[src/converter_control_pkg.sv]
package converter_control_pkg;

    // ------------------------------------------------------------
    // register indices (byte address is four times the index)
    // ------------------------------------------------------------
    localparam logic [9:0] IDX_CONTROL = 10'h0d9;
    localparam logic [9:0] IDX_INPUT_CONTROL = 10'h0da;
    localparam logic [9:0] IDX_DATA_LOW = 10'h0dc;
    localparam logic [9:0] IDX_DATA_HIGH = 10'h0dd;
    localparam logic [9:0] IDX_IRQ_STATUS = 10'h0e0;
    localparam logic [9:0] IDX_IRQ_MASK = 10'h0e1;

    // ------------------------------------------------------------
    // converter_control fields
    // ------------------------------------------------------------
    localparam int BIT_DONE = 7;
    localparam int BIT_BUSY = 6;
    localparam int BIT_DAC = 5;
    localparam int BIT_ENABLE = 4;
    localparam int BIT_LJUST = 3;
    localparam int CLKSEL_LSB = 0;
    localparam int CLKSEL_W = 3;

    // input control: trigger select field
    localparam int TRIG_LSB = 4;
    localparam int TRIG_W = 2;

    // ------------------------------------------------------------
    // reset values
    // ------------------------------------------------------------
    localparam logic [7:0] RST_CONTROL = 8'h00;
    localparam logic [7:0] RST_INPUT_CONTROL = 8'h00;
    localparam logic [7:0] RST_DATA = 8'h00;
    localparam logic [0:0] RST_IRQ = 1'h0;

    // ------------------------------------------------------------
    // conversion timing in converter clock cycles
    // ------------------------------------------------------------
    localparam logic [3:0] ADC_CYCLES = 4'hd;
    localparam logic [3:0] DAC_CYCLES = 4'hb;
    localparam logic [3:0] ADC_SAMPLE_CYCLE = 4'h3;
    localparam logic [3:0] DAC_PROPAGATE_CYCLE = 4'h7;

    localparam int RESULT_W = 10;
    localparam int PRESCALE_W = 7;

    // axi responses
    localparam logic [1:0] RESP_OKAY = 2'h0;
    localparam logic [1:0] RESP_SLVERR = 2'h2;

    typedef enum logic [1:0] {
        ST_IDLE = 2'b01,
        ST_RUN = 2'b10
    } conv_state_t;

endpackage

[src/conv_clock_div.sv]
module conv_clock_div
    import converter_control_pkg::*;
#(
    parameter int PRESCALE_BITS = PRESCALE_W
) (
    // clock and reset
    input wire logic aclk,
    input wire logic aresetn,
    // selection
    input wire logic [CLKSEL_W-1:0] clk_sel,
    input wire logic rc_tick,
    // converter clock enable pulse
    output logic conv_tick
);
    logic [PRESCALE_BITS-1:0] prescale;
    logic [PRESCALE_BITS:0] mask_wide;
    logic [PRESCALE_BITS-1:0] mask;
    logic div_hit;

    // code 0 uses the rc source, code k divides the system clock by 2^k
    assign mask_wide = ({{PRESCALE_BITS{1'b0}}, 1'b1} << clk_sel) - {{PRESCALE_BITS{1'b0}}, 1'b1};
    assign mask = mask_wide[PRESCALE_BITS-1:0];
    assign div_hit = (prescale & mask) == mask;

    always_ff @(posedge aclk) begin
        if (!aresetn) begin
            prescale <= '0;
            conv_tick <= 1'b0;
        end else begin
            prescale <= prescale + 1'b1;
            conv_tick <= (clk_sel == '0) ? rc_tick : div_hit;
        end
    end
endmodule

[src/converter_control_control.sv]
// Behaviour
// done flag bit7 set at end, ack clears
// software write of one starts conversion
// busy high during conversion, cleared at end
// hardware trigger also drives busy high
// bit5 selects dac, else adc
// bit4 enables converter, clear disables entirely
// right justified result is sign extended
// left justified result zeroes low bits
// clock select rc/4 or sysclk divided
// control register resets to zero
// adc takes 13 cycles, samples third
// dac takes 11 cycles, propagates cycle seven
// software start only while enabled
// timer overflow starts one conversion
// writing zero to busy never aborts
//
// Added by the designer: register access over AXI4-Lite.
module converter_control_control
    import converter_control_pkg::*;
(
    // clock and reset
    input wire logic aclk,
    input wire logic aresetn,
    // axi4-lite write address
    input wire logic [11:0] s_axi_awaddr,
    input wire logic s_axi_awvalid,
    output logic s_axi_awready,
    // axi4-lite write data
    input wire logic [31:0] s_axi_wdata,
    input wire logic [3:0] s_axi_wstrb,
    input wire logic s_axi_wvalid,
    output logic s_axi_wready,
    // axi4-lite write response
    output logic [1:0] s_axi_bresp,
    output logic s_axi_bvalid,
    input wire logic s_axi_bready,
    // axi4-lite read
    input wire logic [11:0] s_axi_araddr,
    input wire logic s_axi_arvalid,
    output logic s_axi_arready,
    output logic [31:0] s_axi_rdata,
    output logic [1:0] s_axi_rresp,
    output logic s_axi_rvalid,
    input wire logic s_axi_rready,
    // clock source and triggers
    input wire logic rc_tick,
    input wire logic [2:0] timer_overflow,
    input wire logic intr_ack,
    // analog side
    input wire logic [RESULT_W-1:0] adc_result,
    output logic adc_sample,
    output logic [RESULT_W-1:0] dac_value,
    output logic dac_update,
    output logic converter_on,
    output logic dac_mode,
    // interrupt
    output logic irq
);
    import converter_control_pkg::*;

    // ------------------------------------------------------------
    // registers and state
    // ------------------------------------------------------------
    logic [5:0] ctrl_cfg;
    logic done_flag;
    logic [7:0] input_control;
    logic [7:0] data_low;
    logic [7:0] data_high;
    logic irq_status;
    logic irq_mask;
    conv_state_t state;
    logic [3:0] tick_count;
    logic run_dac;

    // axi holding registers
    logic have_aw;
    logic have_w;
    logic [9:0] wr_index;
    logic [7:0] wr_byte;
    logic wr_lane;

    // ------------------------------------------------------------
    // decode
    // ------------------------------------------------------------
    wire logic wr_fire = have_aw && have_w && !s_axi_bvalid;
    wire logic wr_en = wr_fire && wr_lane;
    wire logic wr_ctrl = wr_en && (wr_index == IDX_CONTROL);
    wire logic wr_inctl = wr_en && (wr_index == IDX_INPUT_CONTROL);
    wire logic wr_low = wr_en && (wr_index == IDX_DATA_LOW);
    wire logic wr_high = wr_en && (wr_index == IDX_DATA_HIGH);
    wire logic wr_stat = wr_en && (wr_index == IDX_IRQ_STATUS);
    wire logic wr_mask = wr_en && (wr_index == IDX_IRQ_MASK);
    wire logic wr_mapped = (wr_index == IDX_CONTROL) || (wr_index == IDX_INPUT_CONTROL)
        || (wr_index == IDX_DATA_LOW) || (wr_index == IDX_DATA_HIGH)
        || (wr_index == IDX_IRQ_STATUS) || (wr_index == IDX_IRQ_MASK);

    wire logic enable = ctrl_cfg[BIT_ENABLE];
    wire logic mode_dac = ctrl_cfg[BIT_DAC];
    wire logic ljust = ctrl_cfg[BIT_LJUST];
    wire logic [CLKSEL_W-1:0] clk_sel = ctrl_cfg[CLKSEL_LSB +: CLKSEL_W];
    wire logic [TRIG_W-1:0] trig_sel = input_control[TRIG_LSB +: TRIG_W];
    wire logic busy = (state == ST_RUN);
    wire logic conv_tick;

    // ------------------------------------------------------------
    // start and completion conditions
    // ------------------------------------------------------------
    wire logic idle_ready = (state == ST_IDLE) && enable;
    // software start needs enable and software trigger mode
    wire logic sw_start = idle_ready && wr_ctrl && wr_byte[BIT_BUSY]
        && (trig_sel == '0);
    // an overflow of the timer picked by trig_sel starts exactly one conversion
    wire logic hw_start = idle_ready && (trig_sel != '0)
        && timer_overflow[trig_sel - 2'h1];
    wire logic start = sw_start || hw_start;
    wire logic [3:0] last_tick = run_dac ? (DAC_CYCLES - 4'h1) : (ADC_CYCLES - 4'h1);
    wire logic done_evt = busy && enable && conv_tick && (tick_count == last_tick);

    // result formatting
    wire logic [15:0] adc_right = {{(16 - RESULT_W){adc_result[RESULT_W-1]}}, adc_result};
    wire logic [15:0] adc_left = {adc_result, {(16 - RESULT_W){1'b0}}};
    wire logic [15:0] adc_fmt = ljust ? adc_left : adc_right;
    wire logic [15:0] dac_word = {data_high, data_low};
    wire logic [RESULT_W-1:0] dac_pick = ljust ? dac_word[15 -: RESULT_W]
        : dac_word[RESULT_W-1:0];

    // read mux
    wire logic [9:0] rd_index = s_axi_araddr[11:2];
    wire logic data_readable = !mode_dac;
    wire logic [7:0] ctrl_read = {done_flag, busy, ctrl_cfg};
    wire logic rd_hit = (rd_index == IDX_CONTROL) || (rd_index == IDX_INPUT_CONTROL)
        || (rd_index == IDX_DATA_LOW) || (rd_index == IDX_DATA_HIGH)
        || (rd_index == IDX_IRQ_STATUS) || (rd_index == IDX_IRQ_MASK);
    wire logic [7:0] rd_byte =
        (rd_index == IDX_CONTROL) ? ctrl_read :
        (rd_index == IDX_INPUT_CONTROL) ? input_control :
        (rd_index == IDX_DATA_LOW && data_readable) ? data_low :
        (rd_index == IDX_DATA_HIGH && data_readable) ? data_high :
        (rd_index == IDX_IRQ_STATUS) ? {7'h00, irq_status} :
        (rd_index == IDX_IRQ_MASK) ? {7'h00, irq_mask} : 8'h00;

    assign s_axi_awready = !have_aw && !s_axi_bvalid;
    assign s_axi_wready = !have_w && !s_axi_bvalid;
    assign s_axi_arready = !s_axi_rvalid;
    assign converter_on = enable;
    assign dac_mode = mode_dac;
    assign irq = irq_status && irq_mask;

    // ------------------------------------------------------------
    // converter clock
    // ------------------------------------------------------------
    conv_clock_div #(
        .PRESCALE_BITS(PRESCALE_W)
    ) u_div (
        .aclk(aclk),
        .aresetn(aresetn),
        .clk_sel(clk_sel),
        .rc_tick(rc_tick),
        .conv_tick(conv_tick)
    );

    // ------------------------------------------------------------
    // axi write channel
    // ------------------------------------------------------------
    always_ff @(posedge aclk) begin
        if (!aresetn) begin
            have_aw <= 1'b0;
            have_w <= 1'b0;
            wr_index <= '0;
            wr_byte <= 8'h00;
            wr_lane <= 1'b0;
            s_axi_bvalid <= 1'b0;
            s_axi_bresp <= RESP_OKAY;
        end else begin
            if (s_axi_awvalid && s_axi_awready) begin
                have_aw <= 1'b1;
                wr_index <= s_axi_awaddr[11:2];
            end
            if (s_axi_wvalid && s_axi_wready) begin
                have_w <= 1'b1;
                wr_byte <= s_axi_wdata[7:0];
                wr_lane <= s_axi_wstrb[0];
            end
            if (wr_fire) begin
                have_aw <= 1'b0;
                have_w <= 1'b0;
                s_axi_bvalid <= 1'b1;
                s_axi_bresp <= wr_mapped ? RESP_OKAY : RESP_SLVERR;
            end else if (s_axi_bready) begin
                s_axi_bvalid <= 1'b0;
            end
        end
    end

    // ------------------------------------------------------------
    // axi read channel
    // ------------------------------------------------------------
    always_ff @(posedge aclk) begin
        if (!aresetn) begin
            s_axi_rvalid <= 1'b0;
            s_axi_rdata <= 32'h0000_0000;
            s_axi_rresp <= RESP_OKAY;
        end else if (s_axi_arvalid && s_axi_arready) begin
            s_axi_rvalid <= 1'b1;
            s_axi_rdata <= {24'h00_0000, rd_byte};
            s_axi_rresp <= rd_hit ? RESP_OKAY : RESP_SLVERR;
        end else if (s_axi_rready) begin
            s_axi_rvalid <= 1'b0;
        end
    end

    // ------------------------------------------------------------
    // configuration registers
    // ------------------------------------------------------------
    // busy and done bits are hardware owned, so a written zero there
    // never disturbs a running conversion
    always_ff @(posedge aclk) begin
        if (!aresetn) begin
            ctrl_cfg <= RST_CONTROL[5:0];
            input_control <= RST_INPUT_CONTROL;
            irq_mask <= RST_IRQ;
        end else begin
            if (wr_ctrl) begin
                ctrl_cfg <= wr_byte[5:0];
            end
            if (wr_inctl) begin
                input_control <= wr_byte;
            end
            if (wr_mask) begin
                irq_mask <= wr_byte[0];
            end
        end
    end

    // ------------------------------------------------------------
    // done flag and interrupt status, set wins over clear
    // ------------------------------------------------------------
    always_ff @(posedge aclk) begin
        if (!aresetn) begin
            done_flag <= RST_CONTROL[BIT_DONE];
            irq_status <= RST_IRQ;
        end else begin
            done_flag <= done_evt || (done_flag && !intr_ack);
            irq_status <= done_evt || (irq_status && !(wr_stat && wr_byte[0]));
        end
    end

    // ------------------------------------------------------------
    // conversion sequencer
    // ------------------------------------------------------------
    always_ff @(posedge aclk) begin
        if (!aresetn) begin
            state <= ST_IDLE;
            tick_count <= 4'h0;
            run_dac <= 1'b0;
            dac_value <= '0;
        end else begin
            case (state)
                ST_IDLE: begin
                    tick_count <= 4'h0;
                    if (start) begin
                        state <= ST_RUN;
                        run_dac <= mode_dac;
                        if (mode_dac) begin
                            dac_value <= dac_pick;
                        end
                    end
                end
                ST_RUN: begin
                    // disabling drops the conversion at once
                    if (!enable || done_evt) begin
                        state <= ST_IDLE;
                    end else if (conv_tick) begin
                        tick_count <= tick_count + 4'h1;
                    end
                end
                default: begin
                    state <= ST_IDLE;
                end
            endcase
        end
    end

    // ------------------------------------------------------------
    // analog strobes and data registers
    // ------------------------------------------------------------
    always_ff @(posedge aclk) begin
        if (!aresetn) begin
            adc_sample <= 1'b0;
            dac_update <= 1'b0;
        end else begin
            // a conversion dropped by disable must not strobe on its way out
            adc_sample <= busy && enable && !run_dac && conv_tick
                && (tick_count == ADC_SAMPLE_CYCLE - 4'h1);
            dac_update <= busy && enable && run_dac && conv_tick
                && (tick_count == DAC_PROPAGATE_CYCLE - 4'h1);
        end
    end

    // data is read-only in adc mode and write-only in dac mode
    always_ff @(posedge aclk) begin
        if (!aresetn) begin
            data_low <= RST_DATA;
            data_high <= RST_DATA;
        end else if (done_evt && !run_dac) begin
            data_low <= adc_fmt[7:0];
            data_high <= adc_fmt[15:8];
        end else if (mode_dac) begin
            if (wr_low) begin
                data_low <= wr_byte;
            end
            if (wr_high) begin
                data_high <= wr_byte;
            end
        end
    end
endmodule

[config.mk]
export PLATFORM = sky130hd
export DESIGN_NAME = converter_control_control
export DESIGN_NICKNAME = d
export VERILOG_FILES = /design/src/converter_control_pkg.sv /design/src/conv_clock_div.sv /design/src/converter_control_control.sv
export SDC_FILE = /design/constraint.sdc
export NUM_CORES = 1
export LEC_CHECK = 0
export ABC_AREA = 1
export BUFFER_PORTS_ARGS = -buffer_cell sky130_fd_sc_hd__buf_2
export CORE_ASPECT_RATIO = 1.75
export CORE_MARGIN = 3
export CORE_UTILIZATION = 50
export CTS_CLUSTER_SIZE = 24
export DETAILED_ROUTE_END_ITERATION = 12
export PLACE_DENSITY = 0.85
export SLEW_MARGIN = 20
export SYNTH_ARGS = -nofsm -noshare
export SYNTH_HDL_FRONTEND = slang
export SYNTH_HIERARCHICAL = 1
export SYNTH_SLANG_ARGS = --single-unit
[constraint.sdc]
create_clock -name aclk -period 2.84 [get_ports aclk]
set_input_delay 0.426 -clock aclk [delete_from_list [all_inputs] [get_ports aclk]]
set_output_delay 0.426 -clock aclk [all_outputs]
set_load 0.05 [all_outputs]
==> flow_metrics.py <==
metrics = {
    "status": {
        "status": "finished clean",
    },
    "die": {
        "core_region_area_um2": 9530,
        "die_y_um": 137,
        "pin_count": 138,
        "dieArea_um2": 11100,
        "rows": 47,
        "die_w_um": 81.0,
        "initial_core_util": 0.517,
    },
    "global_route": {
        "groute.usage.overall": 0.234,
        "antenna_found_initial": 0,
        "grt_pass1_wl_mm": 20.3,
        "grt_pass1_vias": 4610,
        "grt_max_degree": 42,
        "gr-total-overflow": 0,
    },
    "logic_synthesis": {
        "synth-seq-area-share": 0.378,
        "yosysUniqueCellTypes": 37,
        "ys_seq_elements": 93,
        "syn_avg_cell_area_um2": 6.71,
        "async_flop_share": 0,
        "synth.largest_area_cell": "dfxtp_1",
        "synth_edf_count": 0,
        "ys.flop_type": "dfxtp_1",
        "synthTopCellsByArea": "dfxtp_1 (38%), nand2_1 (11%), a21oi_1 (7.9%)",
        "yosys.area.top_type_share": 0.378,
        "synth_most_common_cell": "nand2_1",
        "yosys_warnings": 6,
        "syn_inst": 734,
        "synth_area_um2": 4930,
        "ys_top_cells_by_count": "nand2_1 (150), dfxtp_1 (93), nor2_1 (92)",
    },
    "sta": {
        "whs_ps": 328,
        "worst_slew_pin_slew_ps": 576,
        "rsz0062_at_grt": "no",
        "clock-skew-final_ps": 7.46,
        "setup_tns_ps": 0,
        "fmax_mhz": 476,
        "fin_crit_ps": 2100,
        "slew_viol_final": 0,
        "slew_headroom": 0.615,
        "finalSetupViolations": 0,
        "hold_viol_final": 0,
        "fin_crit_sh": 0.740,
    },
    "run": {
        "cap_violations": 0,
    },
    "worst_setup_path": {
        "end_kind": "flop",
        "crit_family": "simple AND/OR/NAND/NOR gates",
        "reg2reg_depth": 9,
        "path_cells": "nor2_1 > nand3_1 > nor2_1 > nand3_1 > buf_4 > o21ai_2 > nand3_1 > nand2_1 > a21oi_1",
        "path_max_fanout": 11,
        "rrSetupSlack_ps": 740,
        "regToRegEndpoint": "dac_value[7]",
        "startpoint_type": "flop",
        "max_stage_delay_ps": 370,
        "required_ps": 3040,
        "slowest_stage": "nand3_1",
        "worst-setup-path-type": "flop to flop",
        "r2r_start": "wr_index[8]",
        "path_common_cell": "nand3_1",
        "critPathArrivalTime_ps": 2300,
        "worst-path-buf-inv": 1,
    },
    "placement": {
        "dp_hpwl_mm": 9.60,
        "placement.cell_area_um2": 5320,
        "portBuffers": 80,
        "place.gp.congestion": 0.945,
    },
    "clock_network": {
        "cts.sinks": 93,
        "cts_resized": 0,
        "path_clk_slew_ps": 60,
        "postCtsSetupBuffers": 0,
        "cts_buffers": 9,
        "hold_buffers": 0,
        "clk_latency_ps": 350,
        "cts_buffer_depth": 2,
        "cts_tree": "yes",
        "h-tree-depth": 3,
        "cts_root_buffer": "clkbuf_16",
    },
    "route": {
        "first_pass_iters": 6,
        "vias": 4975,
        "drt_wl_total_mm": 12.7,
        "met3_length_um": 699,
        "routed.top_layer": "met4",
        "drtIter0Drc": 346,
        "drc": 0,
        "met2_length_mm": 6.83,
        "wire_per_inst_um": 13.7,
        "ant_nets": 0,
        "via_per_inst": 5.33,
        "routedLengthMet1_mm": 4.63,
    },
    "cells_and_area": {
        "fin_area_um2": 5630,
        "fillCellCount": 938,
        "ff_latch_area_um2": 1860,
        "final_layout_size_suffix_gt1_frac": 0.155,
        "multi_input_area_um2": 2560,
        "area_delta_synth_final_pct": 14.2,
        "layout.nets": 895,
        "n_antenna_cell": 0,
    },
    "worst_hold_path": {
        "hold_start": "s_axi_bready",
        "hold_end": "s_axi_bvalid",
        "whs_path_depth": 4,
        "hold_path.class": "input port to flop",
    },
    "power": {
        "power_density_nw_per_um2": 523,
        "p_leak_nw": 2.48,
        "peakVddDrop_mv": 0.346,
    },
}
-- layer usage --
| metal | vias to the layer above | GRT usage |
|---|---|---|
| met5 | - | 0 |
| met4 | 0 | 0.143 |
| met3 | 50 | 0.0380 |
| met2 | 177 | 0.441 |
| met1 | 2235 | 0.231 |
| li1 | 2513 | - |
-- layout by cell type (no fill, tap or decap), types with 2 or more instances in the layout --
cell and count:
inv_2 4, ha_1 7, nor4_1 2, o21ai_0 51
dfxtp_1 93, inv_1 71, clkbuf_8 2, nand2_2 5
nor3_1 7, clkinvlp_4 2, nand2_1 150, or2_2 2
a21oi_1 78, nor2_1 92, a211oi_1 3, buf_2 80
nor2_2 5, conb_1 26, nand4_1 39, xor2_1 2
clkbuf_16 9, nand3_1 56, buf_4 8
-- worst max path at each step --
stage | start | end | slack (ps) | cells past startpoint
final | wr_index[8] | dac_value[7] | 740 | 9
after global routing | wr_index[8] | dac_value[7] | 510 | 9
after CTS | wr_index[8] | dac_value[7] | 740 | 9
after detailed placement | s_axi_araddr[11] | s_axi_rdata[7] | 720 | 10
after global placement | s_axi_araddr[11] | s_axi_rdata[7] | 770 | 10
after floorplan | ctrl_cfg[4] | data_low[6] | 840 | 8
-- metrics by stage --
step	setup slack (ps)	instances	utilization	total power, mW
CTS	737	933	0.591	2.95
global route	506	933	0.591	3.03
detailed placement	715	917	0.558	1.73
global placement	769	917	0.558	1.73
finish	740	933	0.591	2.94
floorplan	837	759	-	1.67
-- final cells by class --
| cell class | instances | area share |
|---|---|---|
| Multi-Input combinational cell | 538 | 0.454 |
| Sequential cell | 93 | 0.331 |
| Timing Repair Buffer | 88 | 0.0818 |
| Inverter | 76 | 0.0507 |
| Clock buffer | 12 | 0.0456 |
| Tap cell | 122 | 0.0271 |
| Clock inverter | 4 | 0.00956 |
-- worst min-delay path, delay by kind of cell --
| family | cells | cell delay (ps) |
|---|---|---|
| simple gates | 1 | 50 |
| compound gates | 1 | 50 |
| buf+inv | 2 | 100 |
-- registers in the layout (all words and copies together) (netlist names), 2 cells and up --
name	cells
u_div/prescale	7
wr_byte	8
tick_count	4
ctrl_cfg	6
wr_index	10
data_low	8
data_high	8
input_control	8
state	2
s_axi_rdata	8
dac_value	10
-- logic make-up after synthesis --
family / share of synthesized area
XOR/XNOR: 0.00356
flip-flops: 0.378
buffers and inverters: 0.122
AND/OR/NAND/NOR: 0.335
AO/OA/AOI/OAI: 0.143
adder cells (fa/ha/maj): 0.0178
other: 0.000761
-- where the power goes --
part	leakage (nW)	internal (mW)	switching (mW)
logic	1.58	0.0810	0.252
registers	0.756	1.34	0.0311
clock network	0.145	0.733	0.503
Power figures use the tool's default switching activity.
